`config.mk`:
```
export PLATFORM = sky130hd
export DESIGN_NAME = timer16_cc
export DESIGN_NICKNAME = d
export VERILOG_FILES = /design/src/inc/timer16_pkg.sv /design/src/inc/timer_edges_if.sv /design/src/hdl/timer16_cc.sv /design/src/hdl/timer_input_sync.sv /design/src/hdl/timer_count_clock.sv
export SDC_FILE = /design/constraint.sdc
export NUM_CORES = 1
export LEC_CHECK = 0
export ABC_AREA = 1
export BUFFER_PORTS_ARGS = -buffer_cell sky130_fd_sc_hd__buf_2
export CAP_MARGIN = 20
export CORE_ASPECT_RATIO = 0.7
export CORE_UTILIZATION = 64
export CTS_BUF_LIST = sky130_fd_sc_hd__clkbuf_8
export DETAILED_ROUTE_END_ITERATION = 16
export PLACE_DENSITY = 0.93
export SETUP_SLACK_MARGIN = 0.4
export SLEW_MARGIN = 20
export SYNTH_ARGS = -nofsm -noshare
export SYNTH_HDL_FRONTEND = slang
export SYNTH_HIERARCHICAL = 1
export SYNTH_SLANG_ARGS = --single-unit
```
`constraint.sdc`:
```
create_clock -name pclk -period 2.3 [get_ports pclk]
set_input_delay 0.23 -clock pclk [delete_from_list [all_inputs] [get_ports pclk]]
set_output_delay 0.23 -clock pclk [all_outputs]
set_load 0.005 [all_outputs]
```
`src/inc/timer16_pkg.sv`:
```
// Constants shared by the 16-bit timer: register indices, field positions, codes, resets.
// Assumes APB with 32-bit data; byte address of a register is four times its index.
package timer16_pkg;

  // Bus geometry
  localparam int ADDR_W = 18;
  localparam int DATA_W = 32;
  localparam int CNT_W  = 16;

  // Register indices; byte address is index * 4
  localparam logic [15:0] IDX_COUNTER   = 16'hff16;
  localparam logic [15:0] IDX_CCA       = 16'hff7a;
  localparam logic [15:0] IDX_CCB       = 16'hff7c;
  localparam logic [15:0] IDX_MODE      = 16'hff7e;
  localparam logic [15:0] IDX_PRESCALE  = 16'hff7f;
  localparam logic [15:0] IDX_CC_CTRL   = 16'hff6a;
  localparam logic [15:0] IDX_PIN_CTRL  = 16'hff60;

  // Timer mode register fields
  localparam int MODE_OVF_BIT    = 0;
  localparam int MODE_TOGGLE_BIT = 1;
  localparam int MODE_CNT_LO     = 2;
  localparam int MODE_CNT_HI     = 3;

  // Prescaler mode register fields
  localparam int PRE_CLK_LO = 0;
  localparam int PRE_CLK_HI = 1;
  localparam int PRE_EA_LO  = 4;
  localparam int PRE_EA_HI  = 5;
  localparam int PRE_EB_LO  = 6;
  localparam int PRE_EB_HI  = 7;

  // Capture/compare control and pin control fields
  localparam int CC_A_MODE_BIT   = 0;
  localparam int CC_A_TRIG_BIT   = 1;
  localparam int CC_B_MODE_BIT   = 2;
  localparam int PIN_OUT_SEL_BIT = 0;

  // Counter mode codes
  localparam logic [1:0] CNT_STOP      = 2'h0;
  localparam logic [1:0] CNT_FREE      = 2'h1;
  localparam logic [1:0] CNT_CLR_EDGE  = 2'h2;
  localparam logic [1:0] CNT_CLR_MATCH = 2'h3;

  // Edge select codes; code 2 is forbidden and detects nothing
  localparam logic [1:0] EDGE_FALL = 2'h0;
  localparam logic [1:0] EDGE_RISE = 2'h1;
  localparam logic [1:0] EDGE_BAD  = 2'h2;
  localparam logic [1:0] EDGE_BOTH = 2'h3;

  // Count clock select codes
  localparam logic [1:0] CLK_DIV2   = 2'h0;
  localparam logic [1:0] CLK_DIV4   = 2'h1;
  localparam logic [1:0] CLK_DIVLOW = 2'h2;
  localparam logic [1:0] CLK_EXT    = 2'h3;
  localparam int SLOW_DIV_LOG2 = 8;

  // Reset values
  localparam logic [7:0]       RST_BYTE  = 8'h00;
  localparam logic [CNT_W-1:0] RST_CC    = 16'h0000;
  localparam logic [CNT_W-1:0] COUNT_MAX = 16'hffff;

endpackage

```
`src/inc/timer_edges_if.sv`:
```
// Edge events of the two synchronised timer inputs, carried from synchroniser to users.
// Assumes one clock domain; every event is a one-cycle pulse.
`timescale 1ns/100ps
interface timer_edges_if;
  logic rise_a;
  logic fall_a;
  logic rise_b;
  logic fall_b;
  modport src (output rise_a, output fall_a, output rise_b, output fall_b);
  modport dst (input rise_a, input fall_a, input rise_b, input fall_b);
endinterface

```
`src/hdl/timer16_cc.sv`:
```
// 16-bit up-counter with two capture/compare registers, mode control and APB slave.
// Assumes APB3/4 master on pclk; timer pins are asynchronous and synchronised here.
//
// Summary of operation
// Input A capture uses opposite edge.
// Input B capture uses selected edge.
// Software never writes edge code 10.
// Edge and trigger fields at fixed bits.
// Clear-on-match needs nonzero capture_compare_a.
// Zero compare A fires leaving zero after wrap.
// Shared pin is input B or output.
// Read/capture collision tolerated; capture stays correct.
// Software leaves capture_compare_a alone while running.
// capture_compare_b writable while running.
// Bit 2 picks B mode; reset zero.
// B compare match raises match_irq_b.
// B captures on input A edge.
// Zero compare B fires after wrap/clear.
// Nonzero mode starts; zero stops and clears.
// Mode bits 3:2 select stop/free/edge/match.
// Output toggles on matches, optionally input edge.
// Match interrupts only while running.
// Overflow flag sets on FFFF wrap.
// Software stops counter before mode changes.
// Mode register resets zero; top nibble zero.
// Counter advances per count tick, read-only.
// A compare match raises match_irq_a.
// Trigger select picks input B or A.
// Trigger pulses outlast two count clocks.
// Inputs synchronised and edge detected first.
//
// The implementer's own choice: the APB slave port.
`timescale 1ns/100ps
module timer16_cc #(
  parameter int SLOW_DIV_LOG2 = timer16_pkg::SLOW_DIV_LOG2
) (
  // Clock and reset
  input  wire logic                            pclk,
  input  wire logic                            presetn,
  // APB slave
  input  wire logic                            psel,
  input  wire logic                            penable,
  input  wire logic                            pwrite,
  input  wire logic [timer16_pkg::ADDR_W-1:0]  paddr,
  input  wire logic [timer16_pkg::DATA_W-1:0]  pwdata,
  input  wire logic [3:0]                      pstrb,
  output logic      [timer16_pkg::DATA_W-1:0]  prdata,
  output logic                                 pready,
  output logic                                 pslverr,
  // Timer pins
  input  wire logic                            timer_input_a,
  input  wire logic                            shared_port_pin_in,
  output logic                                 shared_port_pin_out,
  output logic                                 shared_port_pin_oe_n,
  // Match events
  output logic                                 match_irq_a,
  output logic                                 match_irq_b
);
  localparam int CW = timer16_pkg::CNT_W;
  localparam int DW = timer16_pkg::DATA_W;

  initial begin
    if (SLOW_DIV_LOG2 < 3 || SLOW_DIV_LOG2 > 16) begin
      $error("SLOW_DIV_LOG2 out of range");
    end
  end

  typedef struct packed {
    logic [CW-1:0] count;
    logic [CW-1:0] cca;
    logic [CW-1:0] ccb;
    logic [1:0]    cnt_mode;
    logic          toggle_sel;
    logic          ovf;
    logic [7:0]    prescale;
    logic [2:0]    cc_ctrl;
    logic          pin_out_sel;
    logic          out_level;
    logic          wrapped;
    logic          irq_a;
    logic          irq_b;
    logic [DW-1:0] rdata;
    logic          err;
  } state_t;

  state_t r;
  state_t s;

  timer_edges_if edges ();

  logic       tick;
  logic       running;
  logic [1:0] sel_a;
  logic [1:0] sel_b;
  logic       valid_a;
  logic       valid_b;
  logic       rev_a;
  logic       cca_capture;
  logic       ccb_capture;
  logic       trig_a;
  logic       match_a;
  logic       match_b;
  logic       edge_clear;
  logic [15:0] idx;
  logic       hit;
  logic       setup;
  logic       wr;

  // Input synchronisers and edge detection
  timer_input_sync u_sync (
    .pclk    (pclk),
    .presetn (presetn),
    .in_a    (timer_input_a),
    .in_b    (shared_port_pin_in),
    .edges   (edges)
  );

  // Count clock enable, restarted on stop
  timer_count_clock #(
    .SLOW_DIV_LOG2 (SLOW_DIV_LOG2)
  ) u_clk (
    .pclk     (pclk),
    .presetn  (presetn),
    .run      (running),
    .clk_sel  (r.prescale[timer16_pkg::PRE_CLK_HI:timer16_pkg::PRE_CLK_LO]),
    .ext_edge (valid_a),
    .tick     (tick)
  );

  // Merge a 16-bit write under the two low byte strobes
  function automatic logic [15:0] merge16(input logic [15:0] old_v,
                                          input logic [15:0] new_v,
                                          input logic [1:0]  strb);
    logic [15:0] m;
    m = old_v;
    if (strb[0]) begin
      m[7:0] = new_v[7:0];
    end
    if (strb[1]) begin
      m[15:8] = new_v[15:8];
    end
    return m;
  endfunction

  // Edge decode of one input; the forbidden code detects nothing
  function automatic logic edge_pick(input logic [1:0] sel,
                                     input logic       rise,
                                     input logic       fall);
    logic v;
    v = 1'b0;
    unique case (sel)
      timer16_pkg::EDGE_FALL: v = fall;
      timer16_pkg::EDGE_RISE: v = rise;
      timer16_pkg::EDGE_BOTH: v = rise | fall;
      timer16_pkg::EDGE_BAD:  v = 1'b0;
    endcase
    return v;
  endfunction

  // Field decode and event terms
  always_comb begin
    running     = (r.cnt_mode != timer16_pkg::CNT_STOP);
    sel_a       = r.prescale[timer16_pkg::PRE_EA_HI:timer16_pkg::PRE_EA_LO];
    sel_b       = r.prescale[timer16_pkg::PRE_EB_HI:timer16_pkg::PRE_EB_LO];
    valid_a     = edge_pick(sel_a, edges.rise_a, edges.fall_a);
    // Pin used as output gives no input B edges
    valid_b     = ~r.pin_out_sel & edge_pick(sel_b, edges.rise_b, edges.fall_b);
    // Reverse phase: a rising setting captures falling edges, both captures none
    unique case (sel_a)
      timer16_pkg::EDGE_FALL: rev_a = edges.rise_a;
      timer16_pkg::EDGE_RISE: rev_a = edges.fall_a;
      default:                rev_a = 1'b0;
    endcase
    cca_capture = r.cc_ctrl[timer16_pkg::CC_A_MODE_BIT];
    ccb_capture = r.cc_ctrl[timer16_pkg::CC_B_MODE_BIT];
    trig_a      = r.cc_ctrl[timer16_pkg::CC_A_TRIG_BIT] ? rev_a : valid_b;
    // A zero compare value only matches once zero was reached by wrap or clear
    match_a     = running & tick & ~cca_capture & (r.count == r.cca) &
                  ((r.cca != '0) | r.wrapped);
    match_b     = running & tick & ~ccb_capture & (r.count == r.ccb) &
                  ((r.ccb != '0) | r.wrapped);
    edge_clear  = running & (r.cnt_mode == timer16_pkg::CNT_CLR_EDGE) & valid_a;
  end

  // APB decode; unaligned or unmapped addresses answer with an error
  always_comb begin
    idx   = paddr[timer16_pkg::ADDR_W-1:2];
    hit   = (paddr[1:0] == 2'h0) &&
            (idx == timer16_pkg::IDX_COUNTER  || idx == timer16_pkg::IDX_CCA ||
             idx == timer16_pkg::IDX_CCB      || idx == timer16_pkg::IDX_MODE ||
             idx == timer16_pkg::IDX_PRESCALE || idx == timer16_pkg::IDX_CC_CTRL ||
             idx == timer16_pkg::IDX_PIN_CTRL);
    setup = psel & ~penable;
    wr    = psel & penable & pwrite & ~r.err;
  end

  // Next state: bus first, then hardware events so that events win
  always_comb begin
    s       = r;
    s.irq_a = 1'b0;
    s.irq_b = 1'b0;

    // Read data captured in the setup phase, shown in the access phase
    if (setup) begin
      s.err   = ~hit;
      s.rdata = '0;
      unique case (idx)
        timer16_pkg::IDX_COUNTER:  s.rdata[CW-1:0] = r.count;
        timer16_pkg::IDX_CCA:      s.rdata[CW-1:0] = r.cca;
        timer16_pkg::IDX_CCB:      s.rdata[CW-1:0] = r.ccb;
        // Top nibble of the mode register reads zero
        timer16_pkg::IDX_MODE:     s.rdata[3:0] = {r.cnt_mode, r.toggle_sel, r.ovf};
        timer16_pkg::IDX_PRESCALE: s.rdata[7:0] = {r.prescale[7:4], 2'h0,
                                                   r.prescale[1:0]};
        timer16_pkg::IDX_CC_CTRL:  s.rdata[2:0] = r.cc_ctrl;
        timer16_pkg::IDX_PIN_CTRL: s.rdata[0] = r.pin_out_sel;
        default:                   s.rdata = '0;
      endcase
    end

    // Register writes take effect at the access edge
    if (wr) begin
      unique case (idx)
        timer16_pkg::IDX_CCA: s.cca = merge16(r.cca, pwdata[15:0], pstrb[1:0]);
        // Accepted at any time so the compare value can move on the fly
        timer16_pkg::IDX_CCB: s.ccb = merge16(r.ccb, pwdata[15:0], pstrb[1:0]);
        timer16_pkg::IDX_MODE: begin
          if (pstrb[0]) begin
            s.cnt_mode   = pwdata[timer16_pkg::MODE_CNT_HI:timer16_pkg::MODE_CNT_LO];
            s.toggle_sel = pwdata[timer16_pkg::MODE_TOGGLE_BIT];
            s.ovf        = pwdata[timer16_pkg::MODE_OVF_BIT];
          end
        end
        timer16_pkg::IDX_PRESCALE: begin
          if (pstrb[0]) begin
            s.prescale = {pwdata[7:4], 2'h0, pwdata[1:0]};
          end
        end
        timer16_pkg::IDX_CC_CTRL: begin
          if (pstrb[0]) begin
            s.cc_ctrl = pwdata[2:0];
          end
        end
        timer16_pkg::IDX_PIN_CTRL: begin
          if (pstrb[0]) begin
            s.pin_out_sel = pwdata[timer16_pkg::PIN_OUT_SEL_BIT];
          end
        end
        default: s.err = r.err;
      endcase
    end

    // Counter: held at zero while stopped, so stop also clears it
    if (!running) begin
      s.count   = '0;
      s.wrapped = 1'b0;
    end else if (edge_clear) begin
      s.count   = '0;
      s.wrapped = 1'b1;
    end else if (tick) begin
      if (r.cnt_mode == timer16_pkg::CNT_CLR_MATCH && match_a) begin
        s.count   = '0;
        s.wrapped = 1'b1;
      end else if (r.count == timer16_pkg::COUNT_MAX) begin
        s.count   = '0;
        s.wrapped = 1'b1;
      end else begin
        s.count = r.count + 1'b1;
      end
    end

    // Overflow flag; a wrap in the same cycle as a clearing write wins
    if (running && tick && r.count == timer16_pkg::COUNT_MAX) begin
      s.ovf = 1'b1;
    end

    // Captures only while counting; stop and trigger together is undefined anyway
    if (running && cca_capture && trig_a) begin
      s.cca = r.count;
    end
    if (running && ccb_capture && valid_a) begin
      s.ccb = r.count;
    end

    // Match events, never raised while stopped
    s.irq_a = match_a;
    s.irq_b = match_b;

    // Output flip-flop holds still while stopped
    if (running && (match_a || match_b || (r.toggle_sel && valid_a))) begin
      s.out_level = ~r.out_level;
    end
  end

  // Single state register
  always_ff @(posedge pclk or negedge presetn) begin
    if (!presetn) begin
      r          <= '0;
      r.cca      <= timer16_pkg::RST_CC;
      r.ccb      <= timer16_pkg::RST_CC;
      r.prescale <= timer16_pkg::RST_BYTE;
      r.cnt_mode <= timer16_pkg::CNT_STOP;
    end else begin
      r <= s;
    end
  end

  // Bus answer: no wait states, error only on a bad address
  assign prdata  = r.rdata;
  assign pready  = 1'b1;
  assign pslverr = psel & penable & r.err;

  // Shared pin: driven only when selected as the timer output
  assign shared_port_pin_out  = r.out_level;
  assign shared_port_pin_oe_n = ~r.pin_out_sel;

  // Registered one-cycle match pulses
  assign match_irq_a = r.irq_a;
  assign match_irq_b = r.irq_b;
endmodule

```
`src/hdl/timer_input_sync.sv`:
```
// Two-flop synchronisers and edge detectors for the two timer inputs.
// Assumes the inputs are asynchronous pins; edges appear two cycles after the pin moves.
`timescale 1ns/100ps
module timer_input_sync (
  // Clock and reset
  input  wire logic   pclk,
  input  wire logic   presetn,
  // Raw pins
  input  wire logic   in_a,
  input  wire logic   in_b,
  // Edge events
  timer_edges_if.src  edges
);
  typedef struct packed {
    logic a_s1;
    logic a_s2;
    logic a_d;
    logic b_s1;
    logic b_s2;
    logic b_d;
  } sync_t;

  sync_t r;
  sync_t s;

  // First stage feeds only the second stage
  always_comb begin
    s      = r;
    s.a_s1 = in_a;
    s.a_s2 = r.a_s1;
    s.a_d  = r.a_s2;
    s.b_s1 = in_b;
    s.b_s2 = r.b_s1;
    s.b_d  = r.b_s2;
  end

  always_ff @(posedge pclk or negedge presetn) begin
    if (!presetn) begin
      r <= '0;
    end else begin
      r <= s;
    end
  end

  // Edges from the settled stage only
  assign edges.rise_a = r.a_s2 & ~r.a_d;
  assign edges.fall_a = ~r.a_s2 & r.a_d;
  assign edges.rise_b = r.b_s2 & ~r.b_d;
  assign edges.fall_b = ~r.b_s2 & r.b_d;
endmodule

```
`src/hdl/timer_count_clock.sv`:
```
// Count clock enable: pclk/2, pclk/4, pclk/2^SLOW_DIV_LOG2 or an external edge.
// Assumes run is low while the counter is stopped, which restarts the divider.
`timescale 1ns/100ps
module timer_count_clock #(
  parameter int SLOW_DIV_LOG2 = timer16_pkg::SLOW_DIV_LOG2
) (
  // Clock and reset
  input  wire logic       pclk,
  input  wire logic       presetn,
  // Control
  input  wire logic       run,
  input  wire logic [1:0] clk_sel,
  input  wire logic       ext_edge,
  // Count enable pulse
  output logic            tick
);
  initial begin
    if (SLOW_DIV_LOG2 < 3 || SLOW_DIV_LOG2 > 16) begin
      $error("SLOW_DIV_LOG2 out of range");
    end
  end

  typedef struct packed {
    logic [SLOW_DIV_LOG2-1:0] div;
    logic                     tick;
  } div_t;

  div_t r;
  div_t s;

  // Divider and tick select; the tick is registered to keep it glitch free
  always_comb begin
    s.div  = run ? r.div + 1'b1 : '0;
    s.tick = 1'b0;
    if (run) begin
      unique case (clk_sel)
        timer16_pkg::CLK_DIV2:   s.tick = r.div[0];
        timer16_pkg::CLK_DIV4:   s.tick = &r.div[1:0];
        timer16_pkg::CLK_DIVLOW: s.tick = &r.div;
        timer16_pkg::CLK_EXT:    s.tick = ext_edge;
      endcase
    end
  end

  always_ff @(posedge pclk or negedge presetn) begin
    if (!presetn) begin
      r <= '0;
    end else begin
      r <= s;
    end
  end

  assign tick = r.tick;
endmodule

```
# Yosys cells after proc, flatten, opt, wreduce, memory -nomap -nowiden
# Index checks and enable logic that the tools add are counted.
[totals]
input_bits = 61
register_bits = 98
word_cells = 175
out_inout_bits = 38
[classes]
n_reduce_logical = 49
n_bitwise = 34
eq_ne = 24
mux = 41
addsub = 2
[op_table]
columns = ["cell", "n"]
rows = [
  ["two-way mux 16 bit", 9],
  ["== test 16 bit (second input constant)", 8],
  ["two-way mux 48 bit", 1],
  ["two-way mux 8 bit", 5],
  ["== test 16 bit", 2],
  ["nonzero test 16 bit", 2],
  ["AND reduction 3 bit", 9],
  ["one-hot mux 8 bit (3 select lines)", 1],
  ["nonzero test 2 bit", 12],
  ["AND 1 bit", 19],
  ["adder 16 x 1 -> 16 bit (second input constant)", 1],
  ["== test 2 bit (second input constant)", 8],
  ["one-hot mux 1 bit (4 select lines)", 4],
  ["one-hot mux 4 bit (4 select lines)", 1],
  ["two-way mux 1 bit", 13],
  ["one-hot mux 2 bit (6 select lines)", 1],
  ["NOT 1 bit", 11],
  ["logical AND 1 bit", 10],
  ["adder 8 x 1 -> 8 bit (second input constant)", 1],
  ["logical NOT 2 bit", 4],
  ["logical OR 1 bit", 8],
  ["two-way mux 4 bit", 2],
  ["AND reduction 8 bit", 1],
  ["one-hot mux 1 bit (7 select lines)", 1],
  ["9 further kinds", 16],
]

# Depth between registers and ports, before layout
[logic_depth]
word_depth = 12
ltp_mapped = 13
depth_no_buf = 13

# By module
# The synthesis kept the hierarchy.
[modules_own_cells]
columns = ["mod", "seq_area_each_um2", "n_inst", "cells_each", "area_per_inst_um2"]
rows = [
  ["timer16_cc", 2077.0, 1, 851, 5914.4],
  ["timer_count_clock", 225.2, 1, 57, 439.2],
  ["timer_input_sync", 150.1, 1, 14, 180.2],
]

# Worst setup path before layout
# OpenSTA, ideal clock, no wires.
[synth_timing]
kind = "reg-to-reg"
startpoint = "reg u_sync/r[4] (netlist name)"
endpoint = "reg r[69] (netlist name)"
n_path_buf = 1
slack_ns = 0.730
period_less_slack_ns = 1.570
arrival_ns = 1.446
setup_ns = 0.124
stages_incl_launch_ff = 10
cell_sequence = "dfrtp_1 -> nor2_1 -> o21ai_1 -> o21ai_1 -> nand3_1 -> a21oi_4 -> buf_2 -> nand2_1 -> o211ai_1 -> nand2_1"
[synth_between]
elab_chain_cells = 7
[synth_rtl]
columns = ["element", "line", "rtl"]
rows = [
  ["from (decl)", "timer_input_sync.sv:23", "sync_t r;"],
  ["from (signal assigned)", "timer_input_sync.sv:41", "r <= s;"],
  ["NOT 1 bit *", "timer_input_sync.sv:47", "assign edges.fall_a = ~r.a_s2 & r.a_d;"],
  ["AND 1 bit *", "timer_input_sync.sv:47", ""],
  ["named net edges.fall_a", "timer_edges_if.sv:6", "logic fall_a;"],
  ["one-hot mux 1 bit (2 select lines) *", "timer16_cc.sv:169", "unique case (sel_a)"],
  ["two-way mux 1 bit *", "timer16_cc.sv:176", "trig_a = r.cc_ctrl[timer16_pkg::CC_A_TRIG_BIT] ? rev_a : valid_b;"],
  ["logical AND 1 bit *", "timer16_cc.sv:278", "if (running && cca_capture && trig_a) begin"],
  ["nonzero test 2 bit (no source line)", "n/a", ""],
  ["AND reduction 3 bit (no source line)", "n/a", ""],
  ["to (signal assigned)", "timer16_cc.sv:304", "r <= s;"],
  ["to (decl)", "timer16_cc.sv:86", "state_t r;"],
]
# Mark *: on every way through the listed nets, which the timed path passes. The rest lies on a longest branch.
# A chain may end at the register's enable or synchronous reset.

# Final worst setup path
[layout_timing]
startpoint = "reg r[94] (netlist name)"
endpoint = "reg r[88] (netlist name)"
[layout_between]
elab_chain_cells = 8
[layout_rtl]
columns = ["element", "line", "rtl"]
rows = [
  ["== test 16 bit", "timer16_cc.sv:178", "match_a = running & tick & ~cca_capture & (r.count == r.cca) &"],
  ["AND 1 bit (2 in a row)", "timer16_cc.sv:178", ""],
  ["logical AND 1 bit", "timer16_cc.sv:261", "if (r.cnt_mode == timer16_pkg::CNT_CLR_MATCH && match_a) begin"],
  ["two-way mux 16 bit *", "timer16_cc.sv:261", ""],
  ["two-way mux 16 bit *", "timer16_cc.sv:260", "end else if (tick) begin"],
  ["two-way mux 16 bit *", "timer16_cc.sv:257", "end else if (edge_clear) begin"],
  ["two-way mux 16 bit *", "timer16_cc.sv:254", "if (!running) begin"],
]
# Mark *: on every way between the ends. The rest lies on a longest branch, timed or not. The select of a mux whose other input is x is not followed.

==> impl_metrics.json <==
{
  "cts_made_buffers": 9,
  "grt_overflow": 0,
  "rr_startpoint": "r[94]",
  "grt_pass1_vias": 5930,
  "worst_pin_slew_ps": 645,
  "area_growth_pct": 9.46,
  "seq_area_frac_synth": 0.375,
  "p_per_area_mw_per_mm2": 428,
  "clk_latency_ps": 390,
  "cap_violations": 0,
  "chipHeight_um": 86.5,
  "crit_path_end": "r[88]",
  "antenna_left": 0,
  "design.core.area_mm2": 0.00980,
  "fillers": 805,
  "worst_slack_ps": 463,
  "initial_core_util": 0.667,
  "dr.pass1.iters": 5,
  "portBuffers": 63,
  "antenna_cells": 0,
  "viasPerCell": 5.82,
  "synth_top_area_frac": 0.375,
  "worstSetupEndpointType": "flip-flop",
  "dpl_worst_slack_ps": 343,
  "cp.required_ps": 2580,
  "synth_cell_types": 46,
  "synth-seq-cells": 98,
  "grtUsageTotal": 0.378,
  "outcome": "complete, no violations",
  "reg2reg_depth": 9,
  "grt_max_degree": 48,
  "setup_viol": 0,
  "finClkSkew_ps": 12.7,
  "fp.dieW_um": 123,
  "rsz0062_at_grt": "true",
  "hpwl_um": 14800,
  "syn_inst": 922,
  "syn_area_per_cell_um2": 7.09,
  "clockBufferDepth": 2,
  "cp-start-kind": "flip-flop",
  "ys_warn_count": 6,
  "r2r_end": "r[88]",
  "cts_tree": "done",
  "htree_num_levels": 3,
  "fin_crit_sh": 0.799,
  "drv_slew": 0,
  "hp-class": "in2reg",
  "final.setup.tns_ps": 0,
  "cp.arrival_ps": 2120,
  "nets": 1043,
  "total_power_mw": 3.06,
  "min_period_ps": 1840,
  "grt_pass1_wl_um": 30000,
  "clock-sinks": 98,
  "critPathKind": "reg2reg",
  "fmax_mhz": 544,
  "ios": 99,
  "synth_area_leader_cell": "dfrtp_1",
  "routedWlPerCell_um": 17.4,
  "drc_errors": 0,
  "synth_area_leaders": "dfrtp_1, nand2_1, inv_1",
  "clock_tree.root_cell": "clkbuf_8",
  "netlist_area_mm2": 0.00653,
  "crit_path_max_fanout": 8,
  "dieArea_mm2": 0.0106,
  "final_layout_size_suffix_gt1_frac": 0.208,
  "place_congestion": 0.983,
  "antenna_found_initial": 0,
  "whs_ps": 103,
  "rows": 30,
  "hold_viol": 0,
  "p_leak_nw": 3.54,
  "relSlewSlack": 0.570,
  "peakVddDrop_mv": 0.332,
  "reg2reg_setup_slack_ps": 460,
  "num_vias": 6482,
  "startpoint": "r[94]",
  "clk_pin_slew_ps": 110,
  "first_iter_violations": 747,
  "wl_um": 19300
}
==> through the flow <==
stage               utilization  instances  cell area (um2)
floorplan                     -        937             6590
global placement          0.694       1088             6800
detailed placement        0.694       1088             6800
CTS                       0.718       1107             7030
global route              0.730       1113             7150
finish                    0.730       1113             7150
==> cell usage in the layout (no fill, tap or decap), drive strengths merged, types with 11 or more instances in the layout <==
cell type	instances
a21oi	24
buf	84
conb	17
dfrtp	98
inv	133
nand2	275
nand3	46
nand4	20
nor2	101
nor3	18
o211ai	11
o21ai	95
o22ai	17
xor2	12
==> cells in the mapped netlist, drive strengths merged <==
master	instances
nand3b	3
nor3	18
o2111a	1
xor2	12
nor4	3
and3	1
o221ai	1
a21oi	24
o21ai	95
nand3	46
xnor2	2
clkbuf	6
dfrtp	98
ha	2
o2111ai	1
clkinv	1
inv	129
nor3b	1
a31oi	1
nor2	101
buf	50
a22oi	1
nand2	274
nand4	20
o22ai	17
o21a	1
conb	2
o211ai	11
==> how the worst min path moves through the flow <==
stage              start           to  depth (start not counted)
3_3_place_gp     presetn  u_sync/r[2]                          1
4_1_cts        pwdata[2]        r[51]                          3
2_1_floorplan    presetn  cca_capture                          0
5_1_grt        pwdata[7]        r[48]                          3
6_report       pwdata[2]        r[51]                          3
3_5_place_dp     presetn  u_sync/r[2]                          1
==> registers in the layout (all words and copies together), names as in the netlist <==
signal               flops
r                       62
prdata                  16
u_clk/r                  8
u_sync/r                 6
cca_capture              1
ccb_capture              1
match_irq_a              1
match_irq_b              1
shared_port_pin_out      1
u_clk/tick               1
==> timing repair <==
action	in CTS	in global routing
hold buffers	3	0
endpoints found under the setup margin	10	46
gates cloned	0	1
buffers inserted	0	5
pin swaps	0	2
hold endpoints to repair	35	0
resized for setup	2	27
==> where the power goes <==
group          switching, mW  leakage (nW)  internal, mW
Clock                  0.705        0.0922         0.424
Combinational          0.129          2.16        0.0630
Sequential           0.00932          1.29          1.73
==> worst max-delay path, stage by stage (launching register included) <==
cell and delay [ps]:
dfrtp_2 510, inv_2 140, nor3_4 230, inv_2 70
nor2_4 200, nand4_4 170, nand3_4 160, nand2_4 90
clkinv_4 110, nor2_2 40
==> cell families after synthesis <==
family	synth area share
AOI/OAI and AO/OA	0.143
xor gates and xnor gates	0.0188
adders and majority gates	0.00383
buffers and inverters	0.137
DFF	0.375
other	0.00115
and+or+nand+nor	0.320
==> layout make-up <==
class | count | area [um2] | area share
Clock buffer | 9 | 124 | 0.0173
Clock inverter | 7 | 66.3 | 0.00927
Inverter | 130 | 499 | 0.0698
Sequential cell | 98 | 2470 | 0.346
Timing Repair Buffer | 87 | 538 | 0.0752
Multi-Input combinational cell | 654 | 3290 | 0.460
Tap cell | 128 | 160 | 0.0224
==> per-layer routing <==
metal,vias to the layer above,routed length [um],GRT usage
met1,2964,8070,0.539
li1,3020,-,-
met2,450,7970,0.530
met4,0,407,0.105
met3,48,2890,0.148
met5,-,0,0
Power figures use the tool's default switching activity.
